File: src/l2_tag_pkg.sv
// Purpose: Shared constants for the L2 tag / second processor pin block
// Assumes: One 40 MHz processor bus clock
// Notes: Pin levels are given as written on the wire
//
// What this block does
// - Tag write strobe low for exactly one clock per tag write.
// - Polarity select sets active level of valid, dirty in and dirty out.
// - During a tag write, valid output carries the new line valid state.
// - Valid output stays valid during strobe and one clock after it.
// - During tag lookups the valid output is driven to its active level.
// - Valid output is released whenever the latch output enable is negated.
// - Active dirty input means the selected line is modified.
// - Dirty input is valid from hit delay expiry to address phase end; sampled then.
// - Dirty output carries the new modified state of the line.
// - Dirty output stays valid during strobe and one clock after it.
// - Tag drive enable lasts two or three clocks for copy-back tag reads.
// - In second processor mode three shared pins become request, grant, data grant.
// - Grant asserted when the second processor request has top priority.
// - Grant negated while higher priority transactions are pending.
// - Delay from transfer start to dirty sampling is programmable in clocks.
// - Latch output enable asserted for tag lookups and tag writes only.
// - Data grant asserted one clock before data bus free, negated next clock.
package l2_tag_pkg;
	localparam int CLK_MHZ = 40;
	localparam int HIT_DLY_W_DEFAULT = 3;
	localparam int TWE_NS = 25;
	localparam int TWE_CYCLES = (TWE_NS * CLK_MHZ + 999) / 1000;
	localparam int HOLD_AFTER_CYCLES = 1;
	localparam int TOE_SHORT_CYCLES = 2;
	localparam int TOE_LONG_CYCLES = 3;
	localparam int TOE_CNT_W = 2;
	localparam logic PIN_LOW_ACTIVE_IDLE = 1'b1;
	localparam logic TV_RESET = 1'b0;
	localparam logic MODE_RESET = 1'b0;
	typedef enum logic [1:0] {ST_IDLE, ST_LOOKUP, ST_STROBE, ST_HOLD} tag_state_e;
endpackage : l2_tag_pkg

File: src/delay_timer_if.sv
`timescale 1ns/100ps
// Purpose: Start/count/busy/expire handshake to a delay timer
// Assumes: Same clock on both sides
// Notes: expire is a one-cycle pulse
interface delay_timer_if #(parameter int W = 3);
	logic start;
	logic [W-1:0] count;
	logic busy;
	logic expire;
	modport ctrl (output start, output count, input busy, input expire);
	modport timer (input start, input count, output busy, output expire);
endinterface : delay_timer_if

File: src/l2_tag_and_cpu2_arbitration.sv
`timescale 1ns/100ps
// Purpose: Tag RAM control in L2 mode, second processor grants otherwise
// Assumes: Core requests are synchronous to clk; pins pass two flip-flops
// Notes: Shared pin line_modified_out_or_cpu2_grant is active low as a grant
module l2_tag_and_cpu2_arbitration import l2_tag_pkg::*; #(
	parameter int DLY_W = HIT_DLY_W_DEFAULT
) (
	input wire logic clk,
	input wire logic reset,
	input wire logic cpu2_mode,
	input wire logic tag_status_polarity_select,
	input wire logic tag_read_hold_select,
	input wire logic [DLY_W-1:0] hit_sample_delay,
	input wire logic tag_lookup_active,
	input wire logic tag_write_req,
	input wire logic new_line_valid,
	input wire logic new_line_modified,
	input wire logic copy_back_tag_read_req,
	input wire logic address_phase_end,
	input wire logic higher_priority_pending,
	input wire logic data_bus_next_free,
	input wire logic cpu2_data_top_priority,
	input wire logic transfer_start_n,
	input wire logic line_modified_in_or_cpu2_request,
	output logic tag_write_strobe_n,
	output logic tag_line_valid_out,
	output logic tag_line_valid_oe,
	output logic tag_latch_output_enable_n,
	output logic line_modified_out_or_cpu2_grant,
	output logic tag_drive_enable_or_cpu2_data_grant_n,
	output logic tag_write_busy,
	output logic line_modified,
	output logic line_status_sampled,
	output logic cpu2_request_seen
);
	if (DLY_W < 1 || DLY_W > 8) begin : g_bad
		$error("hit delay width out of range");
	end

	tag_state_e state_r, state_nxt;
	logic mode_r;
	logic mode_taken_r;
	logic ts_s1_r, ts_s2_r, ts_s3_r;
	logic din_s1_r, din_s2_r;
	logic phase_open_r;
	logic wr_valid_r, wr_modified_r;
	logic wr_take;
	logic cb_take;
	logic ts_seen;
	logic req_active;
	logic cpu2;

	delay_timer_if #(.W(DLY_W)) hit_tif ();
	delay_timer_if #(.W(TOE_CNT_W)) toe_tif ();

	delay_timer #(.W(DLY_W)) u_hit_timer (
		.clk(clk),
		.reset(reset),
		.tif(hit_tif)
	);

	delay_timer #(.W(TOE_CNT_W)) u_toe_timer (
		.clk(clk),
		.reset(reset),
		.tif(toe_tif)
	);

	always_ff @(posedge clk or posedge reset) begin
		if (reset) begin
			mode_r <= MODE_RESET;
			mode_taken_r <= 1'b0;
		end else if (!mode_taken_r) begin
			mode_r <= cpu2_mode;
			mode_taken_r <= 1'b1;
		end
	end
	assign cpu2 = mode_r;

	// Pin synchronisers
	always_ff @(posedge clk or posedge reset) begin
		if (reset) begin
			ts_s1_r <= 1'b1;
			ts_s2_r <= 1'b1;
			ts_s3_r <= 1'b1;
			din_s1_r <= 1'b0;
			din_s2_r <= 1'b0;
		end else begin
			ts_s1_r <= transfer_start_n;
			ts_s2_r <= ts_s1_r;
			ts_s3_r <= ts_s2_r;
			din_s1_r <= line_modified_in_or_cpu2_request;
			din_s2_r <= din_s1_r;
		end
	end
	assign ts_seen = !ts_s2_r && ts_s3_r;

	// Tag write / lookup sequencing
	assign wr_take = !cpu2 && tag_write_req && (state_r == ST_IDLE || state_r == ST_LOOKUP);
	assign cb_take = !cpu2 && copy_back_tag_read_req && !toe_tif.busy;

	always_comb begin
		state_nxt = state_r;
		unique case (state_r)
			ST_IDLE, ST_LOOKUP: begin
				if (wr_take) begin
					state_nxt = ST_STROBE;
				end else if (!cpu2 && tag_lookup_active) begin
					state_nxt = ST_LOOKUP;
				end else begin
					state_nxt = ST_IDLE;
				end
			end
			ST_STROBE: begin
				state_nxt = ST_HOLD;
			end
			ST_HOLD: begin
				state_nxt = ST_IDLE;
			end
		endcase
	end

	always_ff @(posedge clk or posedge reset) begin
		if (reset) begin
			state_r <= ST_IDLE;
		end else begin
			state_r <= state_nxt;
		end
	end

	always_ff @(posedge clk or posedge reset) begin
		if (reset) begin
			wr_valid_r <= 1'b0;
			wr_modified_r <= 1'b0;
		end else if (wr_take) begin
			wr_valid_r <= new_line_valid;
			wr_modified_r <= new_line_modified;
		end
	end

	// Tag pins, registered from next state
	always_ff @(posedge clk or posedge reset) begin
		if (reset) begin
			tag_write_strobe_n <= PIN_LOW_ACTIVE_IDLE;
			tag_latch_output_enable_n <= PIN_LOW_ACTIVE_IDLE;
			tag_line_valid_out <= TV_RESET;
			tag_line_valid_oe <= 1'b0;
			tag_write_busy <= 1'b0;
		end else begin
			tag_write_strobe_n <= (state_nxt != ST_STROBE);
			// latch drive for lookup or write
			tag_latch_output_enable_n <= (state_nxt == ST_IDLE);
			tag_line_valid_oe <= (state_nxt != ST_IDLE);
			tag_write_busy <= (state_nxt == ST_STROBE) || (state_nxt == ST_HOLD) || wr_take;
			if (wr_take) begin
				// new valid state at selected polarity
				tag_line_valid_out <= (new_line_valid == tag_status_polarity_select);
			end else if (state_nxt == ST_LOOKUP) begin
				tag_line_valid_out <= tag_status_polarity_select;
			end else if (state_nxt == ST_IDLE) begin
				tag_line_valid_out <= TV_RESET;
			end
		end
	end

	// programmable hit delay from transfer start
	assign hit_tif.start = !cpu2 && ts_seen;
	assign hit_tif.count = hit_sample_delay;

	always_ff @(posedge clk or posedge reset) begin
		if (reset) begin
			phase_open_r <= 1'b0;
		end else if (ts_seen && !cpu2) begin
			phase_open_r <= 1'b1;
		end else if (address_phase_end) begin
			phase_open_r <= 1'b0;
		end
	end

	// sample dirty input inside the valid window
	always_ff @(posedge clk or posedge reset) begin
		if (reset) begin
			line_modified <= 1'b0;
			line_status_sampled <= 1'b0;
		end else begin
			line_status_sampled <= hit_tif.expire && phase_open_r;
			if (hit_tif.expire && phase_open_r) begin
				line_modified <= (din_s2_r == tag_status_polarity_select);
			end
		end
	end

	assign toe_tif.start = cb_take;
	assign toe_tif.count = tag_read_hold_select ? TOE_CNT_W'(TOE_LONG_CYCLES) : TOE_CNT_W'(TOE_SHORT_CYCLES);

	assign req_active = cpu2 && !din_s2_r;

	always_ff @(posedge clk or posedge reset) begin
		if (reset) begin
			line_modified_out_or_cpu2_grant <= PIN_LOW_ACTIVE_IDLE;
			tag_drive_enable_or_cpu2_data_grant_n <= PIN_LOW_ACTIVE_IDLE;
			cpu2_request_seen <= 1'b0;
		end else if (cpu2) begin
			cpu2_request_seen <= req_active;
			line_modified_out_or_cpu2_grant <= !(req_active && !higher_priority_pending);
			tag_drive_enable_or_cpu2_data_grant_n <= !(data_bus_next_free && cpu2_data_top_priority
				&& tag_drive_enable_or_cpu2_data_grant_n);
		end else begin
			cpu2_request_seen <= 1'b0;
			// new modified state, held through hold clock
			if (wr_take) begin
				line_modified_out_or_cpu2_grant <= (new_line_modified == tag_status_polarity_select);
			end
			tag_drive_enable_or_cpu2_data_grant_n <= !toe_tif.busy;
		end
	end
endmodule : l2_tag_and_cpu2_arbitration

File: src/delay_timer.sv
`timescale 1ns/100ps
// Purpose: Load-and-count timer; busy for count cycles, then expire pulse
// Assumes: count of zero gives an expire on the next cycle
// Notes: A start while busy restarts the count
module delay_timer import l2_tag_pkg::*; #(
	parameter int W = 3
) (
	input wire logic clk,
	input wire logic reset,
	delay_timer_if.timer tif
);
	logic [W-1:0] cnt_r;
	logic busy_r;
	logic expire_r;

	if (W < 1) begin : g_bad
		$error("delay_timer: W must be at least 1");
	end

	always_ff @(posedge clk or posedge reset) begin
		if (reset) begin
			cnt_r <= '0;
			busy_r <= 1'b0;
			expire_r <= 1'b0;
		end else if (tif.start) begin
			busy_r <= (tif.count != '0);
			expire_r <= (tif.count == '0);
			cnt_r <= tif.count - W'(1);
		end else if (busy_r) begin
			busy_r <= (cnt_r != '0);
			expire_r <= (cnt_r == '0);
			cnt_r <= cnt_r - W'(1);
		end else begin
			expire_r <= 1'b0;
		end
	end

	assign tif.busy = busy_r;
	assign tif.expire = expire_r;
endmodule : delay_timer

File: config.mk
export PLATFORM = sky130hd
export DESIGN_NAME = l2_tag_and_cpu2_arbitration
export DESIGN_NICKNAME = d
export VERILOG_FILES = /design/src/l2_tag_pkg.sv /design/src/delay_timer_if.sv /design/src/l2_tag_and_cpu2_arbitration.sv /design/src/delay_timer.sv
export SDC_FILE = /design/constraint.sdc
export NUM_CORES = 1
export LEC_CHECK = 0
export ABC_CLOCK_PERIOD_IN_PS = 1500
export BUFFER_PORTS_ARGS = -buffer_cell sky130_fd_sc_hd__buf_2
export CAP_MARGIN = 20
export CORE_MARGIN = 2
export CORE_UTILIZATION = 48
export CTS_BUF_LIST = sky130_fd_sc_hd__clkbuf_8
export DETAILED_ROUTE_END_ITERATION = 16
export GPL_ROUTABILITY_DRIVEN = 0
export PLACE_DENSITY = 0.76
export SLEW_MARGIN = 0
export SYNTH_ARGS = -nofsm -noshare
export SYNTH_HDL_FRONTEND = slang
export SYNTH_SLANG_ARGS = --single-unit
File: constraint.sdc
create_clock -name clk -period 1.5 [get_ports clk]
set_input_delay 0.375 -clock clk [delete_from_list [all_inputs] [get_ports clk]]
set_output_delay 0.375 -clock clk [all_outputs]
set_load 0.02 [all_outputs]
Yosys cells after proc, flatten, opt, wreduce, memory -nomap -nowiden
Cells that the tools add are included.
{"block": "word_totals", "ff_bits": 28, "input_bits": 19, "out_inout_bits": 10, "word_cells": 98}
{"block": "op_classes", "addsub": 4, "n_eq_ne": 10, "muxes": 23, "reduce_logical": 37}
{"op": "two-way mux 1 bit", "n": 17}
{"op": "nonzero test 2 bit", "n": 7}
{"op": "logical AND 1 bit", "n": 12}
{"op": "nonzero test 3 bit", "n": 3}
{"op": "== test 2 bit, second input constant", "n": 4}
{"op": "zero test 1 bit", "n": 7}
{"op": "zero test 3 bit", "n": 2}
{"op": "two-way mux 2 bit", "n": 3}
{"op": "two-way mux 3 bit", "n": 2}
{"op": "case mux 2 bit (3 select lines)", "n": 1}
{"op": "subtractor 3 x 1 -> 3 bit, second input constant", "n": 2}
{"op": "== test 2 x 1 -> 1 bit, second input constant", "n": 2}
{"op": "zero test 2 bit", "n": 2}
{"op": "subtractor 2 x 1 -> 2 bit, second input constant", "n": 2}
{"op": "== test 1 bit", "n": 3}
{"op": "logical OR 1 bit", "n": 3}
{"op": "inequality test 2 bit, second input constant", "n": 1}
{"op": "OR reduction 2 bit", "n": 1}

Logic depth before layout (Yosys ltp)
{"block": "logic_depth", "word_depth": 9, "depth_mapped": 7, "ltp_nobuf": 6}

By module
From an unflattened synthesis, not the netlist that was laid out.
{"block": "unflattened", "cells_unflattened": 97, "area_unflattened_um2": 1194.9}
{"mod": "l2_tag_and_cpu2_arbitration", "instances": 1, "cells_per_inst": 54, "area_each_um2": 715.7}
{"mod": "delay_timer (u_hit_timer)", "instances": 1, "cells_per_inst": 26, "area_each_um2": 286.5}
{"mod": "delay_timer (u_toe_timer)", "instances": 1, "cells_per_inst": 17, "area_each_um2": 192.7}

Worst setup path after synthesis
OpenSTA, ideal clock, no wires.
{"block": "synth_path", "kind": "register to register", "from": "register ts_s3_r", "to": "register u_hit_timer.cnt_r[2]", "setup_ns": 0.077, "arrival_ns": 1.541, "required_time_ns": 1.423, "slack_ns": -0.119, "path_stages_with_launch": 7, "n_path_buf": 0, "path_cell_list": "dfstp_2 > nor3b_4 > mux2i_1 > ha_1 > nand2_1 > xor2_1 > a21oi_1"}
{"block": "synth_between", "elab_chain_len": 3, "elab_cells_between_ends": 4, "cone_classes": "1 x mux; 3 x reduce/logical"}
{"element": "start: declaration", "line_no": "l2_tag_and_cpu2_arbitration.sv:43", "text": "logic ts_s1_r, ts_s2_r, ts_s3_r;"}
{"element": "start signal: assignment", "line_no": "l2_tag_and_cpu2_arbitration.sv:90", "text": "ts_s3_r <= ts_s2_r;"}
{"element": "logical AND 1 bit *", "line_no": "l2_tag_and_cpu2_arbitration.sv:95", "text": "assign ts_seen = !ts_s2_r && ts_s3_r;"}
{"element": "logical AND 1 bit *", "line_no": "l2_tag_and_cpu2_arbitration.sv:166", "text": "assign hit_tif.start = !cpu2 && ts_seen;"}
{"element": "two-way mux 3 bit or nonzero test 2 bit (tied branches)"}
{"element": "end signal: assignment", "line_no": "delay_timer.sv:28", "text": "cnt_r <= tif.count - W'(1);"}
{"element": "end signal: assignment", "line_no": "delay_timer.sv:32", "text": "cnt_r <= cnt_r - W'(1);"}
{"element": "end: declaration", "line_no": "delay_timer.sv:12", "text": "logic [W-1:0] cnt_r;"}
Mark *: on every way between the ends. The rest lies on a longest branch, timed or not.
A chain may end at the register's enable or synchronous reset.

Final worst setup path
Ends and elaborated chain as after synthesis.

==> results.yml <==
clock_tree:
  cts-buffers-inserted: 3
  post_cts_buffers: 0
  clockBufferDepth: 2
  h-tree-depth: 1
  clock-root-buffer: "clkbuf_8"
  path_clk_slew_ns: 0.09
  cts.sinks: 27
  postCtsHoldBufs: 0
  clock_latency_ns: 0.27
  cts_tree: "yes"
layout:
  largest_reg_flops: 3
  area_delta_synth_final_pct: 21.1
  n_antenna_cell: 0
  final_core_util: 0.609
  fin_nets: 147
  fill_cells: 198
  top_register: "u_hit_timer.cnt_r"
  layout-drive-gt1-share: 0.373
  reg_top3: "u_hit_timer.cnt_r: 3 flops, state_r: 2 flops, u_toe_timer.cnt_r: 2 flops"
timing:
  fmax_mhz: 616
  setup_viol: 2
  finalCritPeriodShare: 1.08
  drv_slew: 0
  rsz0062_at_grt: "yes"
  finalHoldViolations: 0
  fin_ws_ns: -0.125
  timing.final.crit_period_ns: 1.62
  final.setup_skew_ns: 0.00528
setup_path:
  critPathMaxFanout: 3
  slowest_delay_ns: 0.54
  start_kind: "register"
  critPathCaptureType: "register"
  crit_arrival_ns: 1.83
  reg2reg_depth: 6
  crit_type: "register to register"
  slowest_stage: "dfstp_2"
  cp.required_ns: 1.70
  worstPathCellList: "nor3b_4 -> mux2i_1 -> ha_2 -> nand2_1 -> xor2_1 -> a21oi_1"
global_routing:
  grt_max_degree: 28
  antenna_found_initial: 0
  track_usage: 0.179
  grt_pass1_vias: 816
  grt_pass1_wl_mm: 3.44
  grt_remaining_overflow: 0
yosys:
  synth_top_cell_by_area: "dfrtp_1"
  yosys_warnings: 0
  synth_area_leaders: "dfrtp_1, dfstp_2, o21ai_0"
  syn_avg_cell_area_sq_um: 12.1
  yosysTopAreaCellShare: 0.450
  syn-instance-count: 92
  ys_types: 33
  synthesis.area_sq_um: 1110
  syn-num-nets: 112
  synth.ff_latch_count: 27
  yosysSeqAreaShare: 0.615
die:
  core_sq_um: 2210
  die_y_um: 52.1
  rows: 17
  design.die.area_sq_um: 2720
  start_util: 0.503
  die_w_um: 52.1
  ioPinCount: 29
status:
  status: "complete, but fails checks"
  violations: "setup timing"
worst_hold_path:
  hp-class: "primary input to async pin"
drt:
  drtPass1Iterations: 4
  drc_errors: 0
  postRouteAntennaNets: 0
  via_count: 789
  wl_per_cell_um: 12.7
  wl_mm: 1.96
  via_per_inst: 5.12
  drt_iter0_drc: 5
flow_run:
  cap_violations: 0
power_and_ir_drop:
  p_leak_nw: 0.646
  peakVddDrop_mv: 0.889
  total_power_mw: 2.25
  power.density_nw_per_um2: 1670
placement:
  dp_hpwl_mm: 1.49
  port_buffers: 28
[report_power, final]
group	leakage (nW)	internal, mW	total, mW	switching [mW]
Clock	0.0255	0.186	0.404	0.218
Sequential	0.317	0.967	1.14	0.170
Combinational	0.304	0.313	0.703	0.390
[critical path: cells and delay by family (launching register included)]
kind	cells	cell delay (ns)
DFF	1	0.54
and+or+nand+nor	2	0.31
muxes	1	0.24
adders and majority gates	1	0.21
xor gates and xnor gates	1	0.14
AOI/OAI and AO/OA	1	0.11
[synthesized netlist by cell type]
cell type / number
a21o_1: 1
a21oi_1: 5
a221o_1: 1
a221oi_1: 1
a22o_1: 1
a22oi_1: 1
a41oi_1: 1
and2b_1: 1
buf_6: 1
conb_1: 1
dfrtp_1: 20
dfstp_2: 7
ha_1: 1
inv_1: 5
mux2_2: 1
mux2i_1: 2
nand2_1: 5
nand2b_1: 3
nand3_1: 1
nand3b_1: 1
nor2_1: 7
nor2b_1: 4
nor2b_4: 1
nor3_1: 1
nor3b_4: 1
nor4_1: 1
o21ai_0: 7
o21ai_1: 1
o311ai_1: 1
o31a_1: 1
or3b_4: 1
xnor2_1: 2
xor2_1: 4
[logic make-up (layout without fill, tap and decap cells)]
group | Yosys count | count (layout) | synth area share
simple gates | 27 | 27 | 0.147
fa+ha+maj | 1 | 1 | 0.0112
other cells | 1 | 1 | 0.00337
compound gates | 21 | 21 | 0.120
flops | 27 | 27 | 0.615
xor+xnor | 6 | 6 | 0.0472
mux | 3 | 3 | 0.0281
buf+inv | 6 | 40 | 0.0270
[what timing repair did]
| action | in CTS | in global routing |
|---|---|---|
| setup endpoints to repair | 2 | 2 |
| pin swaps | 1 | 2 |
| gates resized for setup | 0 | 1 |
[metal layers]
layer  vias to the layer above  wire [um]  track usage
met2                        19       1030        0.308
met5                         -          0            0
li1                        383          -            -
met4                         0         57        0.103
met1                       382        806        0.213
met3                         5         69       0.0259
[path summary, 6_finish.rpt]
kind / startpoint / slack [ns] / endpoint
worst max-delay path: ts_s3_r$_DFF_PP1_ / -0.12 / u_hit_timer.cnt_r[2]$_DFFE_PP0P_
worst min-delay path: reset / 0.13 / u_toe_timer.tif.busy$_DFF_PP0_
worst max register to register: ts_s3_r$_DFF_PP1_ / -0.12 / u_hit_timer.cnt_r[2]$_DFFE_PP0P_
worst min register to register: ts_s1_r$_DFF_PP1_ / 0.36 / ts_s2_r$_DFF_PP1_
max in group asynchronous: reset / 1.07 / ts_s3_r$_DFF_PP1_
min in group clk: transfer_start_n / 0.20 / ts_s1_r$_DFF_PP1_
[placed cells by master (no fill, tap or decap), types with 4 or more instances in the layout]
master,instances
inv_1,5
dfrtp_1,20
buf_2,28
a21oi_1,5
dfstp_2,7
nor2b_1,4
nor2_1,7
o21ai_0,6
nand2_1,5
xor2_1,4
[through the flow]
stage | cell area (sq um) | instances | setup TNS, ns | setup WS, ns | hold WS (ns)
3_5_place_dp | 1300 | 150 | -0.219 | -0.139 | 0.344
2_1_floorplan | 1110 | 92 | -0.193 | -0.112 | 0.331
6_report | 1350 | 154 | -0.211 | -0.125 | 0.132
4_1_cts | 1350 | 154 | -0.258 | -0.148 | 0.145
3_3_place_gp | 1300 | 150 | -0.0325 | -0.0316 | 0.336
5_1_grt | 1350 | 154 | -0.461 | -0.272 | 0.182
[final cells by class]
class / count / area, sq um / share of cell area
flip-flops and latches: 27 / 684 / 0.508
clock inverters: 1 / 5.00 / 0.00371
multi-input cells: 59 / 400 / 0.297
inverters: 5 / 18.8 / 0.0139
clock buffers: 3 / 41.3 / 0.0306
repair buffers: 31 / 163 / 0.121
well taps: 28 / 35.0 / 0.0260
Note: power is estimated with default switching activity, not from simulation.
